### src/common/hbm_pkg.sv
// package for the host bus port: constants, states and carriers
// assumes a single bus clock shared by master and slave logic
package hbm_pkg;
  // ****************************************
  // widths and timing
  // ****************************************
  localparam int          ADDR_W      = 32;
  localparam int          DATA_W      = 32;
  localparam int          BEAT_W      = 3;
  localparam int          WAIT_STATES = 3;         // mandatory slave wait clocks
  localparam logic [2:0]  LINE_BEATS  = 3'h4;      // beats in one cache line
  localparam logic [31:0] BEAT_BYTES  = 32'h4;     // address step per beat
  // ****************************************
  // encodings driven on the control lines
  // ****************************************
  localparam logic [1:0]  SIZE_LINE   = 2'h3;
  localparam logic [1:0]  SIZE_WORD   = 2'h0;
  localparam logic [1:0]  TT_NORMAL   = 2'h0;
  localparam logic [2:0]  FC_DATA     = 3'h5;
  // ****************************************
  // states, gray coded along the usual path except the step back to idle
  // ****************************************
  typedef enum logic [2:0] {
    M_IDLE = 3'h0, M_CTRL = 3'h1, M_TIP = 3'h3,
    M_ADDR = 3'h2, M_DATA = 3'h6, M_DONE = 3'h7
  } hbm_mstate_t;
  typedef enum logic [2:0] {
    S_IDLE = 3'h0, S_SEL = 3'h1, S_WAIT = 3'h3,
    S_RESP = 3'h2, S_END = 3'h6
  } hbm_sstate_t;
  // ****************************************
  // carriers
  // ****************************************
  typedef struct packed {
    logic              write;
    logic [1:0]        snoop;
    logic [ADDR_W-1:0] addr;
    logic [BEAT_W-1:0] beats;
  } hbm_cmd_t;
  typedef struct packed {
    logic        write;
    logic [4:0]  addr;
    logic [3:0]  byte_enables;
    logic [DATA_W-1:0] data;
  } hbm_sreq_t;
endpackage

### src/rtl/hbm_fifo.sv
// synchronous valid/ready fifo in flip-flops
// assumes one clock and a synchronous active high reset
`timescale 1ns/1ps
`default_nettype none
module hbm_fifo #(
  parameter int W = 32,
  parameter int D = 16
) (
  input  wire logic         mclk_in,
  input  wire logic         reset_in,
  input  wire logic         in_valid_in,
  output logic              in_ready_out,
  input  wire logic [W-1:0] in_data_in,
  output logic              out_valid_out,
  input  wire logic         out_ready_in,
  output logic [W-1:0]      out_data_out
);
  localparam int AW = $clog2(D);
  initial begin
    if (D < 2 || (1 << AW) != D) $error("fifo depth must be a power of two");
  end
  logic [W-1:0] mem_reg [D];
  logic [AW:0]  wr_ptr_reg;
  logic [AW:0]  rd_ptr_reg;
  logic         push;
  logic         pop;
  // full and empty from pointer wrap bit
  assign in_ready_out  = (wr_ptr_reg ^ rd_ptr_reg) != {1'b1, {AW{1'b0}}};
  assign out_valid_out = wr_ptr_reg != rd_ptr_reg;
  assign out_data_out  = mem_reg[rd_ptr_reg[AW-1:0]];
  assign push = in_valid_in && in_ready_out;
  assign pop  = out_valid_out && out_ready_in;
  // storage
  always_ff @(posedge mclk_in) begin
    if (push) begin
      mem_reg[wr_ptr_reg[AW-1:0]] <= in_data_in;
    end
  end
  // pointers
  always_ff @(posedge mclk_in) begin
    if (reset_in) begin
      wr_ptr_reg <= '0;
      rd_ptr_reg <= '0;
    end else begin
      if (push) wr_ptr_reg <= wr_ptr_reg + 1'b1;
      if (pop)  rd_ptr_reg <= rd_ptr_reg + 1'b1;
    end
  end
endmodule // hbm_fifo
`default_nettype wire

### src/rtl/hbm_host_port.sv
// host bus port: multiplexed master cycles and slave register cycles
// assumes all pins synchronous to mclk_in; two-way pins resolved outside
// Notes on behaviour
// - once owning the bus, drive direction, snoop, function and type lines first
// - then assert transfer in progress, then start strobe with address and size
// - mux read: drop start strobe and float address so responder drives data
// - burst inhibit clear means line burst; asserted means single transfers
// - error acknowledge together with acknowledge retries the cycle
// - error acknowledge alone ends the access with a bus fault
// - clean acknowledge with beats left returns to the address phase
// - mux write: data off in address phase, then float address, drive data
// - end of mux write drops control lines and stops driving data
// - after last acknowledge drop master and bus grant acknowledge
// - chip select sampled on a rising edge following address status
// - burst inhibit asserted throughout every slave access
// - exactly three wait clocks per slave access; read data driven from the second wait on
// - after the waits assert ready out when no error found
// - on error assert only error acknowledge; cycle ends next edge
// - the asserted response is deasserted afterwards
// - without error wait for ready in before ending the slave cycle
// - slave read ends with data drivers released
`timescale 1ns/1ps
`default_nettype none
module hbm_host_port #(
  parameter int FIFO_DEPTH = 16
) (
  input  wire logic                  mclk_in,
  input  wire logic                  reset_in,
  // user command side
  input  wire logic                  cmd_valid_in,
  output logic                       cmd_ready_out,
  input  wire hbm_pkg::hbm_cmd_t     cmd_in,
  input  wire logic                  burst_disable_in,
  input  wire logic                  wr_valid_in,
  output logic                       wr_ready_out,
  input  wire logic [31:0]           wr_data_in,
  output logic                       rd_valid_out,
  input  wire logic                  rd_ready_in,
  output logic [31:0]                rd_data_out,
  output logic                       done_out,
  output logic                       bus_fault_out,
  // master pins
  input  wire logic                  bus_granted_in,
  input  wire logic [31:0]           ad_in,
  output logic [31:0]                ad_out,
  output logic                       ad_oe_out,
  output logic                       ctrl_oe_out,
  output logic                       rw_out,
  output logic [1:0]                 snoop_ctl_out,
  output logic [2:0]                 func_ctl_out,
  output logic [1:0]                 xfer_type_out,
  output logic [1:0]                 size_out,
  output logic                       tip_n_out,
  output logic                       ts_n_out,
  output logic                       master_n_out,
  output logic                       grant_ack_n_out,
  input  wire logic                  ta_n_in,
  input  wire logic                  error_acknowledge_n_in,
  output logic                       error_acknowledge_n_out,
  output logic                       error_acknowledge_oe_out,
  input  wire logic                  burst_inhibit_n_in,
  output logic                       burst_inhibit_n_out,
  output logic                       burst_inhibit_oe_out,
  // slave pins
  input  wire logic                  address_strobe_n_in,
  input  wire logic                  chip_select_n_in,
  input  wire logic                  slave_write_in,
  input  wire logic [4:0]            slave_addr_in,
  input  wire logic [3:0]            byte_enables_in,
  input  wire logic [31:0]           slave_data_in,
  output logic [31:0]                slave_data_out,
  output logic                       slave_data_oe_out,
  output logic                       slave_ready_out_n_out,
  input  wire logic                  system_ready_in_n_in,
  // slave user side
  output logic                       sreq_valid_out,
  output hbm_pkg::hbm_sreq_t         sreq_out,
  input  wire logic [31:0]           srd_data_in,
  input  wire logic                  serr_in
);
  // ****************************************
  // master sequencer
  // ****************************************
  initial begin
    if (FIFO_DEPTH < 2) $error("fifo depth too small");
  end
  hbm_pkg::hbm_mstate_t m_state_reg;
  hbm_pkg::hbm_mstate_t m_state_next;
  hbm_pkg::hbm_cmd_t    cmd_reg;
  logic [2:0]           beat_reg;
  logic                 burst_reg;
  logic [31:0]          wdata_reg;
  logic                 fifo_ready;
  logic                 ta;
  logic                 tea;
  logic                 can_issue;
  logic                 last_beat;
  logic                 beat_ok;

  // address of the current beat
  function automatic logic [31:0] beat_addr(input logic [31:0] base, input logic [2:0] n);
    beat_addr = base + (32'(n) * hbm_pkg::BEAT_BYTES);
  endfunction

  assign ta        = !ta_n_in;
  assign tea       = !error_acknowledge_n_in;
  assign beat_ok   = (m_state_reg == hbm_pkg::M_DATA) && ta && !tea;
  assign last_beat = (beat_reg + 3'h1) == cmd_reg.beats;
  // reads stall on a full buffer, writes on missing data
  assign can_issue = cmd_reg.write ? wr_valid_in : fifo_ready;
  assign cmd_ready_out = (m_state_reg == hbm_pkg::M_IDLE) && bus_granted_in;
  assign wr_ready_out  = cmd_reg.write && can_issue &&
                         (m_state_next == hbm_pkg::M_ADDR) && !(ta && tea);

  // next state of the master cycle
  always_comb begin
    m_state_next = m_state_reg;
    case (m_state_reg)
      hbm_pkg::M_IDLE: begin
        if (cmd_valid_in && cmd_ready_out) m_state_next = hbm_pkg::M_CTRL;
      end
      hbm_pkg::M_CTRL: m_state_next = hbm_pkg::M_TIP;
      hbm_pkg::M_TIP: begin
        if (can_issue) m_state_next = hbm_pkg::M_ADDR;
      end
      hbm_pkg::M_ADDR: m_state_next = hbm_pkg::M_DATA;
      hbm_pkg::M_DATA: begin
        if (ta && tea) begin
          m_state_next = hbm_pkg::M_ADDR;
        end else if (tea) begin
          m_state_next = hbm_pkg::M_DONE;
        end else if (ta && last_beat) begin
          m_state_next = hbm_pkg::M_DONE;
        end else if (ta) begin
          m_state_next = can_issue ? hbm_pkg::M_ADDR : hbm_pkg::M_TIP;
        end
      end
      hbm_pkg::M_DONE: m_state_next = hbm_pkg::M_IDLE;
      default: m_state_next = hbm_pkg::M_IDLE;
    endcase
  end

  // state register
  always_ff @(posedge mclk_in) begin
    if (reset_in) m_state_reg <= hbm_pkg::M_IDLE;
    else          m_state_reg <= m_state_next;
  end

  // command, beat count and burst mode
  always_ff @(posedge mclk_in) begin
    if (reset_in) begin
      cmd_reg   <= '0;
      beat_reg  <= '0;
      burst_reg <= 1'b0;
    end else if (cmd_valid_in && cmd_ready_out) begin
      cmd_reg   <= cmd_in;
      beat_reg  <= '0;
      burst_reg <= !burst_disable_in && (cmd_in.beats == hbm_pkg::LINE_BEATS);
    end else if (beat_ok) begin
      beat_reg <= beat_reg + 3'h1;
      if (!burst_inhibit_n_in) burst_reg <= 1'b0;
    end
  end

  // write data held across retries
  always_ff @(posedge mclk_in) begin
    if (reset_in)          wdata_reg <= '0;
    else if (wr_ready_out) wdata_reg <= wr_data_in;
  end

  // registered master pins, taken from the next state
  always_ff @(posedge mclk_in) begin
    if (reset_in) begin
      ctrl_oe_out     <= 1'b0;
      rw_out          <= 1'b1;
      snoop_ctl_out   <= '0;
      func_ctl_out    <= '0;
      xfer_type_out   <= '0;
      size_out        <= '0;
      tip_n_out       <= 1'b1;
      ts_n_out        <= 1'b1;
      master_n_out    <= 1'b1;
      grant_ack_n_out <= 1'b1;
      ad_out          <= '0;
      ad_oe_out       <= 1'b0;
    end else begin
      ctrl_oe_out     <= m_state_next inside {hbm_pkg::M_CTRL, hbm_pkg::M_TIP,
                         hbm_pkg::M_ADDR, hbm_pkg::M_DATA};
      master_n_out    <= m_state_next inside {hbm_pkg::M_IDLE, hbm_pkg::M_DONE};
      grant_ack_n_out <= m_state_next inside {hbm_pkg::M_IDLE, hbm_pkg::M_DONE};
      tip_n_out       <= !(m_state_next inside {hbm_pkg::M_TIP, hbm_pkg::M_ADDR,
                         hbm_pkg::M_DATA});
      ts_n_out        <= m_state_next != hbm_pkg::M_ADDR;
      if (cmd_valid_in && cmd_ready_out) begin
        rw_out        <= !cmd_in.write;
        snoop_ctl_out <= cmd_in.snoop;
        func_ctl_out  <= hbm_pkg::FC_DATA;
        xfer_type_out <= hbm_pkg::TT_NORMAL;
      end
      size_out <= (burst_reg && !(beat_ok && !burst_inhibit_n_in)) ?
                  hbm_pkg::SIZE_LINE : hbm_pkg::SIZE_WORD;
      if (m_state_next == hbm_pkg::M_ADDR) begin
        ad_out <= beat_addr(cmd_reg.addr, beat_reg + 3'(beat_ok));
      end else begin
        ad_out <= wr_ready_out ? wr_data_in : wdata_reg;
      end
      // address phase drives address; write data phase drives data
      ad_oe_out <= (m_state_next == hbm_pkg::M_ADDR) ||
                   (m_state_next == hbm_pkg::M_DATA && cmd_reg.write);
    end
  end

  // end of command and fault reporting
  always_ff @(posedge mclk_in) begin
    if (reset_in) begin
      done_out      <= 1'b0;
      bus_fault_out <= 1'b0;
    end else begin
      done_out      <= m_state_next == hbm_pkg::M_DONE;
      bus_fault_out <= (m_state_reg == hbm_pkg::M_DATA) && tea && !ta;
    end
  end

  // read data buffer; full buffer stalls the next start
  hbm_fifo #(
    .W (32),
    .D (FIFO_DEPTH)
  ) u_rd_fifo (
    .mclk_in       (mclk_in),
    .reset_in      (reset_in),
    .in_valid_in   (beat_ok && !cmd_reg.write),
    .in_ready_out  (fifo_ready),
    .in_data_in    (ad_in),
    .out_valid_out (rd_valid_out),
    .out_ready_in  (rd_ready_in),
    .out_data_out  (rd_data_out)
  );

  // ****************************************
  // slave sequencer
  // ****************************************
  hbm_pkg::hbm_sstate_t s_state_reg;
  hbm_pkg::hbm_sstate_t s_state_next;
  logic [1:0]           s_cnt_reg;
  logic                 s_err_reg;
  logic                 s_wait_end;

  assign s_wait_end = s_cnt_reg == 2'(hbm_pkg::WAIT_STATES - 1);

  // next state of the slave cycle
  always_comb begin
    s_state_next = s_state_reg;
    case (s_state_reg)
      hbm_pkg::S_IDLE: begin
        if (!address_strobe_n_in) s_state_next = hbm_pkg::S_SEL;
      end
      hbm_pkg::S_SEL: begin
        s_state_next = chip_select_n_in ? hbm_pkg::S_IDLE : hbm_pkg::S_WAIT;
      end
      hbm_pkg::S_WAIT: begin
        if (s_wait_end) s_state_next = hbm_pkg::S_RESP;
      end
      hbm_pkg::S_RESP: begin
        if (s_err_reg || !system_ready_in_n_in) s_state_next = hbm_pkg::S_IDLE;
        else s_state_next = hbm_pkg::S_END;
      end
      hbm_pkg::S_END: begin
        if (!system_ready_in_n_in) s_state_next = hbm_pkg::S_IDLE;
      end
      default: s_state_next = hbm_pkg::S_IDLE;
    endcase
  end

  // state, wait count and captured request
  always_ff @(posedge mclk_in) begin
    if (reset_in) begin
      s_state_reg    <= hbm_pkg::S_IDLE;
      s_cnt_reg      <= '0;
      s_err_reg      <= 1'b0;
      sreq_out       <= '0;
      sreq_valid_out <= 1'b0;
    end else begin
      s_state_reg    <= s_state_next;
      s_cnt_reg      <= (s_state_reg == hbm_pkg::S_WAIT) ? s_cnt_reg + 2'h1 : 2'h0;
      sreq_valid_out <= (s_state_reg == hbm_pkg::S_WAIT) && s_wait_end;
      if (s_state_reg == hbm_pkg::S_SEL) begin
        sreq_out.write        <= slave_write_in;
        sreq_out.addr         <= slave_addr_in;
        sreq_out.byte_enables <= byte_enables_in;
      end
      if (s_state_reg == hbm_pkg::S_WAIT && s_wait_end) begin
        sreq_out.data <= slave_data_in;
        s_err_reg     <= serr_in;
      end
    end
  end

  // registered slave pins
  always_ff @(posedge mclk_in) begin
    if (reset_in) begin
      burst_inhibit_n_out      <= 1'b1;
      burst_inhibit_oe_out     <= 1'b0;
      slave_ready_out_n_out    <= 1'b1;
      error_acknowledge_n_out  <= 1'b1;
      error_acknowledge_oe_out <= 1'b0;
      slave_data_oe_out        <= 1'b0;
      slave_data_out           <= '0;
    end else begin
      burst_inhibit_n_out  <= s_state_next inside {hbm_pkg::S_IDLE, hbm_pkg::S_SEL};
      burst_inhibit_oe_out <= !(s_state_next inside {hbm_pkg::S_IDLE, hbm_pkg::S_SEL});
      slave_ready_out_n_out <= !(s_state_next == hbm_pkg::S_RESP && !serr_in &&
                               s_state_reg == hbm_pkg::S_WAIT);
      error_acknowledge_n_out <= !(s_state_next == hbm_pkg::S_RESP && serr_in &&
                                 s_state_reg == hbm_pkg::S_WAIT);
      error_acknowledge_oe_out <= s_state_next == hbm_pkg::S_RESP &&
                                  s_state_reg == hbm_pkg::S_WAIT && serr_in;
      // read data driven from the second wait clock until the cycle ends
      slave_data_oe_out <= !sreq_out.write && !(s_state_next inside
                           {hbm_pkg::S_IDLE, hbm_pkg::S_SEL}) &&
                           s_state_reg != hbm_pkg::S_SEL;
      slave_data_out    <= srd_data_in;
    end
  end
endmodule // hbm_host_port
`default_nettype wire

### config.mk
export PLATFORM = sky130hd
export DESIGN_NAME = hbm_host_port
export DESIGN_NICKNAME = d
export VERILOG_FILES = /design/src/common/hbm_pkg.sv /design/src/rtl/hbm_fifo.sv /design/src/rtl/hbm_host_port.sv
export SDC_FILE = /design/constraint.sdc
export NUM_CORES = 1
export LEC_CHECK = 0
export ABC_CLOCK_PERIOD_IN_PS = 4300
export BUFFER_PORTS_ARGS = -buffer_cell sky130_fd_sc_hd__buf_4
export CORE_UTILIZATION = 30
export DETAILED_ROUTE_END_ITERATION = 7
export MAX_ROUTING_LAYER = met4
export PLACE_DENSITY = 0.59
export REMOVE_ABC_BUFFERS = 1
export SLEW_MARGIN = 10
export SYNTH_ARGS = -nofsm -noshare
export SYNTH_HDL_FRONTEND = slang
export SYNTH_HIERARCHICAL = 1
export SYNTH_SLANG_ARGS = --single-unit
### constraint.sdc
create_clock -name mclk_in -period 4.3 [get_ports mclk_in]
set_input_delay 0.86 -clock mclk_in [delete_from_list [all_inputs] [get_ports mclk_in]]
set_output_delay 0.86 -clock mclk_in [all_outputs]
set_load 0.03 [all_outputs]
**Yosys cells after proc, flatten, opt, wreduce, memory -nomap -nowiden**

Memories as Yosys holds them, arrays and structs flattened. A register that Yosys moved wholly into a read port is not among the register bits.
Cells that the tools add are included.

- Add/subtract/negate cells: 6
- Equality and inequality tests: 23
- Muxes and demuxes: 25
- Bitwise gates (word level): 2
- Reduce and logical (&&, ||, !) cells: 56

Operator list:

| operator | number |
|---|---|
| $mux 32 | 2 |
| $add 32x5->32 | 1 |
| $mux 3 | 10 |
| $pmux 3 s5 | 2 |
| $logic_and 1x1->1 | 27 |
| $eq 3x2->1 const B | 7 |
| $eq 3x3->1 const B | 5 |
| $logic_not 1->1 | 15 |
| $eq 3x1->1 const B | 4 |
| $logic_not 3->1 | 4 |
| $add 5x1->5 const B | 2 |
| $mux 4 | 2 |
| $mux 1 | 7 |
| $reduce_bool 2->1 | 3 |
| $ne 5x5->1 | 1 |
| $ne 5x5->1 const B | 1 |
| $xor 5x5->5 | 1 |
| $mux 2 | 2 |
| $reduce_bool 4->1 | 1 |
| $reduce_or 2->1 | 2 |
| $add 3x1->3 | 1 |
| $add 3x1->3 const B | 1 |
| $eq 3x3->1 | 1 |
| $ne 3x1->1 const B | 1 |
| 8 further kinds | 9 |

- Register bits: 217
- RAM bits: 512
- Bits of input ports: 190
- Output and inout bits: 166
- Memories: 1

Memories:

| name | depth | bits a word | read ports | clocked after Yosys merged registers in | wr ports | line | source |
|---|---|---|---|---|---|---|---|
| u_rd_fifo.mem_reg | 16 | 32 | 1 | 1 | 1 | hbm_fifo.sv:22 | `logic [W-1:0] mem_reg [D];` |

**Depth between registers and ports, before layout**

Gate-level depths: netlist of run 1.

- Depth after elaboration: 14
- Gate-level depth with buffers: 13
- Depth with buffers taken out: 12

**By module**

The synthesis of run 1 kept the hierarchy.

By module, submodules not included:

| module | times used | cells an instance | area each (um^2) | sequential area each (um^2) |
|---|---|---|---|---|
| hbm_fifo | 1 | 814 | 20223.1 | 15655.0 |
| hbm_host_port | 1 | 849 | 7793.7 | 4124.0 |

**Least setup slack after synthesis of run 1**

No wires, ideal clock.

- Path kind: input port to flip-flop
- From: input port error_acknowledge_n_in
- To: register u_rd_fifo.wr_ptr_reg[4]
- Library setup time: 0.123 ns
- Data arrival time: 3.906 ns
- Required time: 4.177 ns
- Slack: 0.272 ns
- Stages on the path: 6
- Path buffers: 0
- Path through: nor2b_1 > nand3_1 > nor2_1 > nand3_1 > a21oi_1 > mux2_2

- Cells in the longest elaborated chain, start to end: 3

Ends and longest elaborated chain:

| element | line | source |
|---|---|---|
| start: declaration | hbm_host_port.sv:58 | `input wire logic error_acknowledge_n_in,` |
| $logic_and 1x1->1 | hbm_host_port.sv:107 | `assign beat_ok = (m_state_reg == hbm_pkg::M_DATA) && ta && !tea;` |
| $logic_and 1x1->1 | hbm_host_port.sv:231 | `.in_valid_in (beat_ok && !cmd_reg.write),` |
| $logic_and 1x1->1 | hbm_fifo.sv:31 | `assign push = in_valid_in && in_ready_out;` |
| end signal: assignment | hbm_fifo.sv:45 | `if (push) wr_ptr_reg <= wr_ptr_reg + 1'b1;` |
| end: declaration | hbm_fifo.sv:23 | `logic [AW:0] wr_ptr_reg;` |

No other way between the ends.
A chain may end at the register's enable or synchronous reset.

==> impl_results.md, run 1 <==
* Final estimated routing congestion in global placement at 0.864
* Post-CTS Resized at 0
* Synth Cell Area at about 28000 µm²
* TritonCTS clock tree: built
* Clock root buffer: clkbuf_16
* Kind of critical path: reg2out
* Max reg flops at slightly above 500
* Syn Area/Cell at ~17 µm²
* Total clock sinks at about 730
* Critical path arrival at ~3.0 ns
* Synth cell types at 56
* Run status: finished clean
* Die Width at between 300 and 400 µm
* FP Rows at between 100 and 150
* Tmin final at ~3.9 ns
* Gate power share at under 10%
* Async set-reset flop share out of synthesis at 0%
* Hold WS at around 0.41 ns
* Synth Instances at ~1700
* Met3 global-route usage at around 4%
* Layout cells sized above 1 at ~33%
* WL per Instance at roughly 21 µm
* RSZ-0062 raised after global routing: false
* DRT antenna net count at 0
* First-pass DRT Iterations at 5
* Fmax at roughly 260 MHz
* Startpoint Class: flop
* Initial antenna violation count at 5
* Gr usage total at 15.1%
* Final Max Tran Viols at 0
* DRT Wirelength at just under 70000 µm
* Cts hold-fix bufs at 0
* Die area at roughly 95000 µm²
* Core ar. at slightly above 90000 µm²
* Skew final at between 0.02 and 0.03 ns
* Pwr dens at 454 nW/µm²
* Pre-CTS setup slack at approximately 0.65 ns
* Worst-Margin Slew at roughly 1.3 ns
* Setup repair bufs after CTS at 0
* Global route overflow at 0
* Vias after detailed routing at about 16000
* Top_reg_cell synth: edfxtp_1
* Leakage at around 12 nW
* DR iter-0 viols at roughly 1100
* Synth warn at 6
* Most frequent cells in the layout: 512 x edfxtp_1, 374 x buf_4, 216 x dfxtp_1
* Peak supply drop at between 0.0002 and 0.0003 V
* H-tree levels at 3
* Fin Setup TNS at 0 ns
* CTS Buf Count at 80
* Synth-to-layout area growth at 24.4%
* Vias per cell at roughly 4.8
* CP Capture Type: output port
* Final Hold Viols at 0
* # nets final at approximately 2200
* Number of port buffers at approximately 350
* Req. time, crit path at 3.44 ns
* Yosys top cell area share at between 50% and 60%
* Detailed placer's ending HPWL at 43100 µm
* Clock Latency Late Sink at approximately 0.64 ns
* First-pass GRT wire length at 104000 µm
* Clk pwr share at about two fifths
* CTS Buffer Depth at 3
* Most common cell after layout, fill and taps aside: edfxtp_1
* Seq/Total Area, Yosys at between 70% and 80%
* Worst slew margin at around 16%
* M1 GR Usage at around 18%
* Min-delay worst type: reg2reg
* #FFs+latches synth at ~730
* Die Ht at 308 µm
* Ranking of synthesized cells by area: edfxtp_1 55%, dfxtp_1 16%, mux4_2 11%, mux4_1 2.3%, nand2_1 2.1%
* Biggest area consumer among synthesized cells: edfxtp_1
* CP Max Fanout at 38
* Power Total at 15.8 mW
* Busiest layer in global routing: met2
* CTS clk-pin slew, worst paths at ~0.06 ns
* Switching Share at a little under a quarter
* Number of synthesized flops with an enable pin at 512
* Psw at 3.66 mW
* Part of the power in registers at 48.8%
* Met2 Use GR at 25.1%
* Final period util at roughly nine tenths
* Initial cell density of the core at between 30 and 40%
* Largest net degree at the start of global routing at 67
* Int Pwr at 12.2 mW
* Final setup violation count at 0
* Vias in the first global route at around 17000
* MaxCap Viol Count at 0
* Post-layout util at between 30% and 40%
* DRC viols at 0
* # IOs at between 300 and 400
* Fin worst setup slack at around 0.4 ns
## cells by family (layout without fill, tap and decap cells)
kind of cell	count (synthesis)	after routing	synth area share [%]
buffers and inverters	117	552	2.19
AOI/OAI and AO/OA	177	177	3.97
muxes	215	215	15.2
adders and majority gates	13	13	0.607
other	1	7	0.0134
and+or+nand+nor	368	368	6.14
xor gates and xnor gates	40	40	1.30
DFF	732	732	70.6
## synth_stat cells (19+ instances only)
| cell | n |
|---|---|
| a211oi_1 | 19 |
| a21oi_1 | 109 |
| and3_1 | 22 |
| clkbuf_1 | 57 |
| dfxtp_1 | 220 |
| edfxtp_1 | 512 |
| inv_1 | 19 |
| mux2i_1 | 47 |
| mux4_1 | 24 |
| mux4_2 | 136 |
| nand2_1 | 159 |
| nand3_1 | 19 |
| nor2_1 | 68 |
| nor2b_1 | 42 |
| xnor2_1 | 28 |
## worst paths after layout
kind	from	end	slack, ns	cells after the start
worst max-delay path	flop	rd_data_out[13]	0.40	4
worst min register to register	s_cnt_reg[0]	s_cnt_reg[0]	0.41	1
worst min-delay path	s_cnt_reg[0]	s_cnt_reg[0]	0.41	1
worst max register to register	u_rd_fifo/rd_ptr_reg[0]	ad_out[29]	1.16	8
## worst max-delay path: stages (launching register included)
cell and delay, ns:
dfxtp_4 0.65, buf_12 0.35, mux4_1 0.62, mux4_2 0.52, buf_4 0.20
## stage by stage
| stage | instance area (µm²) | cells |
|---|---|---|
| CTS | 34800 | 3343 |
| floorplan | 27500 | 1567 |
| global route | 34900 | 3347 |
| detailed placement | 32300 | 3206 |
| finish | 34900 | 3347 |
| global placement | 32300 | 3206 |
## routing by layer
metal  routed length [µm]  share of wire [%]
met1                28300                 41
met4                 1740                2.5
met2                34700                 50
met5                    0                  0
met3                 4640                6.7
## layout make-up
cell class / instances / area (µm²)
clock inverter: 32 / 325
inverter: 19 / 71.3
fill: 8571 / 57200
multi-input combinational: 816 / 7680
clock buffer: 105 / 2190
timing repair buffer: 396 / 3240
antenna: 4 / 10.0
tap: 1243 / 1560
sequential: 732 / 19800
## power by group through the flow
stage	logic, mW	clock network (mW)	registers (mW)
2_1_floorplan	0.807	0	7.99
3_3_place_gp	1.50	0	7.87
3_5_place_dp	1.52	0	7.87
4_1_cts	1.53	6.79	7.72
5_1_grt	1.60	7.04	7.73
6_report	1.49	6.61	7.72
Power figures use the tool's default switching activity.
==> run 2: changes to the inputs <==
--- a/config.mk
+++ b/config.mk
@@ -7,6 +7,7 @@
 export LEC_CHECK = 0
 export ABC_CLOCK_PERIOD_IN_PS = 4300
 export BUFFER_PORTS_ARGS = -buffer_cell sky130_fd_sc_hd__buf_4
+export CORE_ASPECT_RATIO = 0.9
 export CORE_UTILIZATION = 30
 export DETAILED_ROUTE_END_ITERATION = 7
 export MAX_ROUTING_LAYER = met4
==> run 2 against run 1 <==
  * Setup slack got worse by 0.0081 ns
  * Sequential cell count unchanged
  * Non-clock buffer count shrank 1
  * Worst hold slack lost 0.0043 ns
  * Global-route usage up 0.35 points
  * Final area grew 0.43%
  * Critical path type unchanged
==> impl_results.md, run 2 (synthesis results as in run 1) <==
* CP peak stage delay at 0.72 ns (was 0.65 ns)
* Hold path depth at 1 (unchanged)
* Global route overflow at 0 (unchanged)
* Slowest CP cell: dfxtp_4 (unchanged)
* CTS Buf Count at 81 (was 80)
* Clock root buffer: clkbuf_16 (unchanged)
* Core ar. at 91800 µm² (was 92100 µm²)
* Kind of critical path: reg2out (unchanged)
* Startpoint Class: flop (unchanged)
* Die Width at 324 µm (was 308 µm)
* Part of the power in registers at 48.0% (was 48.8%)
* DR top layer: met4 (unchanged)
* Final estimated routing congestion in global placement at 0.857 (was 0.864)
* Critical path arrival at 3.05 ns (was 3.04 ns)
* Post-layout util at 38.1% (was 37.9%)
* CTS clk-pin slew, worst paths at 0.06 ns (about the same)
* Fin worst setup slack at 0.393 ns (was 0.401 ns)
* DR iter-0 viols at 1092 (was 1051)
* Final period util at 90.9% (was 90.7%)
* DR WL met3 at 4280 µm (was 4640 µm)
* Vias per cell at 4.78 (was 4.76)
* CP Capture Type: output port (unchanged)
* Largest net degree at the start of global routing at 116 (was 67)
* Peak supply drop at 0.000323 V (was 0.000287 V)
* MaxCap Viol Count at 0 (unchanged)
* DRT Wirelength at 70500 µm (was 69300 µm)
* Detailed placer's ending HPWL at 44300 µm (was 43100 µm)
* Clk pwr share at 42.7% (was 41.8%)
* Pre-CTS setup slack at 0.459 ns (was 0.648 ns)
* Gr usage total at 15.4% (was 15.1%)
* Worst-Margin Slew at 0.975 ns (was 1.26 ns)
* Fillers at 8423 (was 8571)
* TritonCTS clock tree: built (unchanged)
* Max reg flops at 512 (unchanged)
* Met1 WL at 29400 µm (was 28300 µm)
* Critical-path cell list: buf_12 > mux4_1 > mux4_2 > buf_4 (unchanged)
* # IOs at 356 (unchanged)
* Most common cell after layout, fill and taps aside: edfxtp_1 (unchanged)
* CP Max Fanout at 30 (was 38)
* Total clock sinks at 732 (unchanged)
* # nets final at 2248 (unchanged)
* Setup repair bufs after CTS at 0 (unchanged)
* Min-delay worst type: reg2reg (unchanged)
* Layout cells sized above 1 at 33.0% (was 32.7%)
* Vias after detailed routing at 16000 (was 15900)
* Run status: finished clean (unchanged)
* Die Ht at 292 µm (was 308 µm)
* Fin Setup TNS at 0 ns (unchanged)
* Req. time, crit path at 3.44 ns (about the same)
* Worst slew margin at 35.0% (was 15.9%)
* First-pass DRT Iterations at 5 (unchanged)
* Initial cell density of the core at 30.5% (was 30.4%)
* First-pass GRT wire length at 106000 µm (was 104000 µm)
* Top delay family on crit path: multiplexers (unchanged)
* Final setup violation count at 0 (unchanged)
* Synth-to-layout area growth at 24.9% (was 24.4%)
* Die area at 94600 µm² (about the same)
* CTS Buffer Depth at 3 (unchanged)
* Vias in the first global route at 16900 (was 16700)
* DRC viols at 0 (unchanged)
* Levels on crit path at 4 (unchanged)
* Worst Reg2Reg Path Length in Cells at 12 (was 8)
* FP Rows at 105 (was 111)
* Clock Latency Late Sink at 0.65 ns (was 0.64 ns)
* Final Max Tran Viols at 0 (unchanged)
* Gate power share at 9.3% (was 9.4%)
* Skew final at 0.0405 ns (was 0.0291 ns)
* Final Hold Viols at 0 (unchanged)
* Int Pwr at 12.3 mW (was 12.2 mW)
* Post-CTS Resized at 0 (unchanged)
* Psw at 3.82 mW (was 3.66 mW)
* Leakage at 11.8 nW (was 11.7 nW)
* H-tree levels at 3 (unchanged)
* CP Buf/Inv Count at 2 (unchanged)
* RSZ-0062 raised after global routing: false (unchanged)
* DRT antenna net count at 0 (unchanged)
* Pwr dens at 460 nW/µm² (was 454 nW/µm²)
* WL per Instance at 21.1 µm (was 20.7 µm)
* Most frequent cells in the layout: 512 x edfxtp_1, 371 x buf_4, 216 x dfxtp_1 (was 512 x edfxtp_1, 374 x buf_4, 216 x dfxtp_1)
* Routed length on met2 at 35100 µm (was 34700 µm)
* Cts hold-fix bufs at 0 (unchanged)
* Tmin final at 3.91 ns (was 3.90 ns)
* Initial antenna violation count at 5 (unchanged)
* Fmax at 256 MHz (about the same)
* Switching Share at 23.7% (was 23.1%)
* Number of port buffers at 352 (unchanged)
run 2: area by class of cell:
cell class | count | area, µm² | area share [%]
inverter | 19 | 71.3 | 0.204
clock buffer | 99 | 2130 | 6.10
sequential | 732 | 19800 | 56.5
tap | 1230 | 1540 | 4.40
clock inverter | 49 | 529 | 1.51
antenna | 4 | 10.0 | 0.0286
timing repair buffer | 395 | 3260 | 9.30
multi-input combinational | 816 | 7670 | 21.9
run 2: final timing paths:
| check | from | slack, ns | to |
|---|---|---|---|
| max | flop | 0.39 | rd_data_out[12] |
| min | s_cnt_reg[0] | 0.41 | s_cnt_reg[0] |
| max reg2reg | m_state_reg[2] | 1.03 | ad_out[30] |
| min reg2reg | s_cnt_reg[0] | 0.41 | s_cnt_reg[0] |
run 2: metal layers:
metal | vias to the layer above | GRT usage (%)
met5 | - | -
met4 | 0 | 4.51
met3 | 94 | 3.60
met2 | 500 | 25.3
met1 | 8201 | 18.9
li1 | 7193 | -
run 2: power by group through the flow:
stage	Sequential [mW]	Clock, mW	Combinational [mW]
2_1_floorplan	7.99	0	0.807
3_5_place_dp	7.87	0	1.52
3_3_place_gp	7.87	0	1.50
6_report	7.72	6.88	1.49
5_1_grt	7.73	7.33	1.60
4_1_cts	7.73	7.06	1.53
run 2: per-stage QoR:
stage	area, µm²	hold WS (ns)	instances	power, mW
floorplan	27500	0.392	1567	8.79
global placement	32300	0.400	3192	9.38
finish	35000	0.408	3344	16.1
CTS	35000	0.377	3340	16.3
detailed placement	32300	0.405	3192	9.40
global route	35000	0.390	3344	16.7
==> run 3: changes to the inputs <==
--- a/config.mk
+++ b/config.mk
@@ -8,6 +8,7 @@
 export ABC_CLOCK_PERIOD_IN_PS = 4300
 export BUFFER_PORTS_ARGS = -buffer_cell sky130_fd_sc_hd__buf_4
 export CORE_ASPECT_RATIO = 0.9
+export CORE_MARGIN = 8
 export CORE_UTILIZATION = 30
 export DETAILED_ROUTE_END_ITERATION = 7
 export MAX_ROUTING_LAYER = met4
@@ -16,5 +17,4 @@
 export SLEW_MARGIN = 10
 export SYNTH_ARGS = -nofsm -noshare
 export SYNTH_HDL_FRONTEND = slang
-export SYNTH_HIERARCHICAL = 1
 export SYNTH_SLANG_ARGS = --single-unit
==> run 3 against run 2 <==
  * The flow now finishes with violations (design-rule violations)
  * Clock-buffer cell count down 2
  * Non-clock buffer count down 5
  * Sequential cell count unchanged
  * Largest power group unchanged
==> impl_results.md, run 3 <==
* Non-filler instance count after layout at 3341 (was 3344)
* CTS Buffer Depth at 3 (unchanged)
* Kind of critical path: reg2out (unchanged)
* First-pass GRT wire length at 107000 µm (was 106000 µm)
* Post-synth top cells: 512 x edfxtp_1, 232 x nand2_1, 220 x dfxtp_1, 160 x mux4_2, 117 x a21oi_1 (was 512 x edfxtp_1, 220 x dfxtp_1, 159 x nand2_1, 136 x mux4_2, 109 x a21oi_1)
* Post-layout util at 37.9% (was 38.1%)
* Initial cell density of the core at 30.3% (was 30.5%)
* Final period util at 85.1% (was 90.9%)
* Startpoint Class: flop (unchanged)
* Fmax at 273 MHz (was 256 MHz)
* Synth cell types at 58 (was 56)
* Synth Cell Area at 27700 µm² (was 28000 µm²)
* Peak supply drop at 0.000282 V (was 0.000323 V)
* Worst slew margin at 20.3% (was 35.0%)
* Post-CTS Resized at 0 (unchanged)
* Skew final at 0.0471 ns (was 0.0405 ns)
* Most common cell after layout, fill and taps aside: edfxtp_1 (unchanged)
* # nets final at 2252 (was 2248)
* Tmin final at 3.66 ns (was 3.91 ns)
* Number of port buffers at 352 (unchanged)
* CP Max Fanout at 32 (was 30)
* WL per Instance at 21.7 µm (was 21.1 µm)
* Gr usage total at 14.2% (was 15.4%)
* Seq/Total Area, Yosys at 71.5% (was 70.6%)
* Max reg flops at 512 (unchanged)
* Final setup violation count at 0 (unchanged)
* Power Total at 14.9 mW (was 16.1 mW)
* Cts hold-fix bufs at 0 (unchanged)
* Fin worst setup slack at 0.640 ns (was 0.393 ns)
* CP peak stage delay at 0.56 ns (was 0.72 ns)
* Vias after detailed routing at 15800 (was 16000)
* DRC viols at 5 (was 0)
* Final Hold Viols at 0 (unchanged)
* Pre-CTS setup slack at 0.369 ns (was 0.459 ns)
* Final estimated routing congestion in global placement at 0.876 (was 0.857)
* Pwr dens at 430 nW/µm² (was 460 nW/µm²)
* Syn Area/Cell at 16.5 µm² (was 16.8 µm²)
* DR iter-0 viols at 1196 (was 1092)
* Hold WS at 0.409 ns (was 0.408 ns)
* Slowest CP cell: dfxtp_4 (unchanged)
* Hold_sp: s_cnt_reg[0] (unchanged)
* Clock Latency Late Sink at 0.64 ns (was 0.65 ns)
* Vias per cell at 4.74 (was 4.78)
* Top_reg_cell synth: edfxtp_1 (unchanged)
* Synth warn at 0 (was 6)
* Req. time, crit path at 3.44 ns (about the same)
* Ranking of synthesized cells by area: edfxtp_1 56%, dfxtp_1 16%, mux4_2 13%, nand2_1 3.1%, a21oi_1 2.1% (was edfxtp_1 55%, dfxtp_1 16%, mux4_2 11%, mux4_1 2.3%, nand2_1 2.1%)
* Critical-path cell list: buf_4 > mux4_2 > mux4_2 > buf_4 (was buf_12 > mux4_1 > mux4_2 > buf_4)
* Detailed placer's ending HPWL at 44400 µm (was 44300 µm)
* Synth Instances at 1676 (was 1663)
* Setup repair bufs after CTS at 0 (unchanged)
* Async set-reset flop share out of synthesis at 0% (unchanged)
* Number of synthesized flops with an enable pin at 512 (unchanged)
* #FFs+latches synth at 732 (unchanged)
* Final instance area at 34600 µm² (was 35000 µm²)
* CTS Buf Count at 79 (was 81)
* RSZ-0062 raised after global routing: false (unchanged)
* Worst-Margin Slew at 1.19 ns (was 0.975 ns)
* # IOs at 356 (unchanged)
* H-tree levels at 3 (unchanged)
* Layout cells sized above 1 at 34.3% (was 33.0%)
* Top-count cell post-synth: edfxtp_1 (unchanged)
* Critical path arrival at 2.80 ns (was 3.05 ns)
* CTS clk-pin slew, worst paths at 0.06 ns (about the same)
* First-pass DRT Iterations at 8 (was 5)
* Leakage at 11.7 nW (was 11.8 nW)
* Failing checks: design-rule violations
* Fin Setup TNS at 0 ns (unchanged)
* Yosys top cell area share at 55.5% (was 54.9%)
* Vias in the first global route at 16800 (was 16900)
* R2r startpoint: m_state_reg[0] (was m_state_reg[2])
* Die Width at 336 µm (was 324 µm)
* Biggest area consumer among synthesized cells: edfxtp_1 (unchanged)
* Min-delay worst type: reg2reg (unchanged)
* Core ar. at 91300 µm² (was 91800 µm²)
* Global route overflow at 0 (unchanged)
* Dpl cells at 3198 (was 3192)
* MaxCap Viol Count at 0 (unchanged)
* DRT Wirelength at 72500 µm (was 70500 µm)
* Run status: complete, but fails checks (was finished clean)
* CP Capture Type: output port (unchanged)
* TritonCTS clock tree: built (unchanged)
* DRT antenna net count at 0 (unchanged)
* Initial antenna violation count at 3 (was 5)
* Die area at 102000 µm² (was 94600 µm²)
* DP Area at 32000 µm² (was 32300 µm²)
* Die Ht at 304 µm (was 292 µm)
* Clock root buffer: clkbuf_16 (unchanged)
* Most frequent cells in the layout: 512 x edfxtp_1, 372 x buf_4, 232 x nand2_1 (was 512 x edfxtp_1, 371 x buf_4, 216 x dfxtp_1)
* Synth-to-layout area growth at 24.9% (about the same)
* Total clock sinks at 732 (unchanged)
* Final Max Tran Viols at 0 (unchanged)
* Largest net degree at the start of global routing at 108 (was 116)
* FP Rows at 105 (unchanged)
run 3: cell types whose count changed after synthesis, sizes merged, moves of 10 or more:
cell   before  now
xnor2      28   15
mux2i      47   13
nand2     159  233
xor2       11   31
and3       22    6
o21ai      13    3
run 3: final cells by class:
type	instances	area [µm²]
Clock buffer	97	2090
Clock inverter	43	440
Timing Repair Buffer	390	3140
Multi-Input combinational cell	827	7500
Sequential cell	732	19800
Inverter	19	71.3
Antenna cell	3	7.51
Tap cell	1230	1540
Fill cell	8487	56700
run 3: power by group:
group	internal, mW	total, mW	switching (mW)
combinational	0.253	0.622	0.370
clock	3.79	6.61	2.82
sequential	7.59	7.64	0.0510
total	11.6	14.9	3.24
run 3: path summary, 6_finish.rpt:
path	depth (start not counted)	to	slack, ns
setup / recovery	4	rd_data_out[23]	0.64
hold / removal	1	s_cnt_reg[0]	0.41
setup reg to reg	13	ad_out[30]	0.72
hold reg to reg	1	s_cnt_reg[0]	0.41
run 3: kinds of logic after synthesis:
logic type	share of synthesized area, %
simple gates	6.94
mux	13.6
buf+inv	1.89
xor+xnor	1.54
flops	71.5
other cells	0.0135
compound gates	3.98
fa+ha+maj	0.615
run 3: layer usage:
layer / part of all wire [%] / track usage (%)
met5: 0 / -
met3: 6.6 / 3.42
met4: 2.2 / 3.80
met1: 43 / 18.2
met2: 48 / 22.6
run 3: critical path, delay by kind of cell, from the launching register on:
kind | cells | cell delay, ns
flops | 1 | 0.56
buf+inv | 2 | 0.69
mux | 2 | 0.90
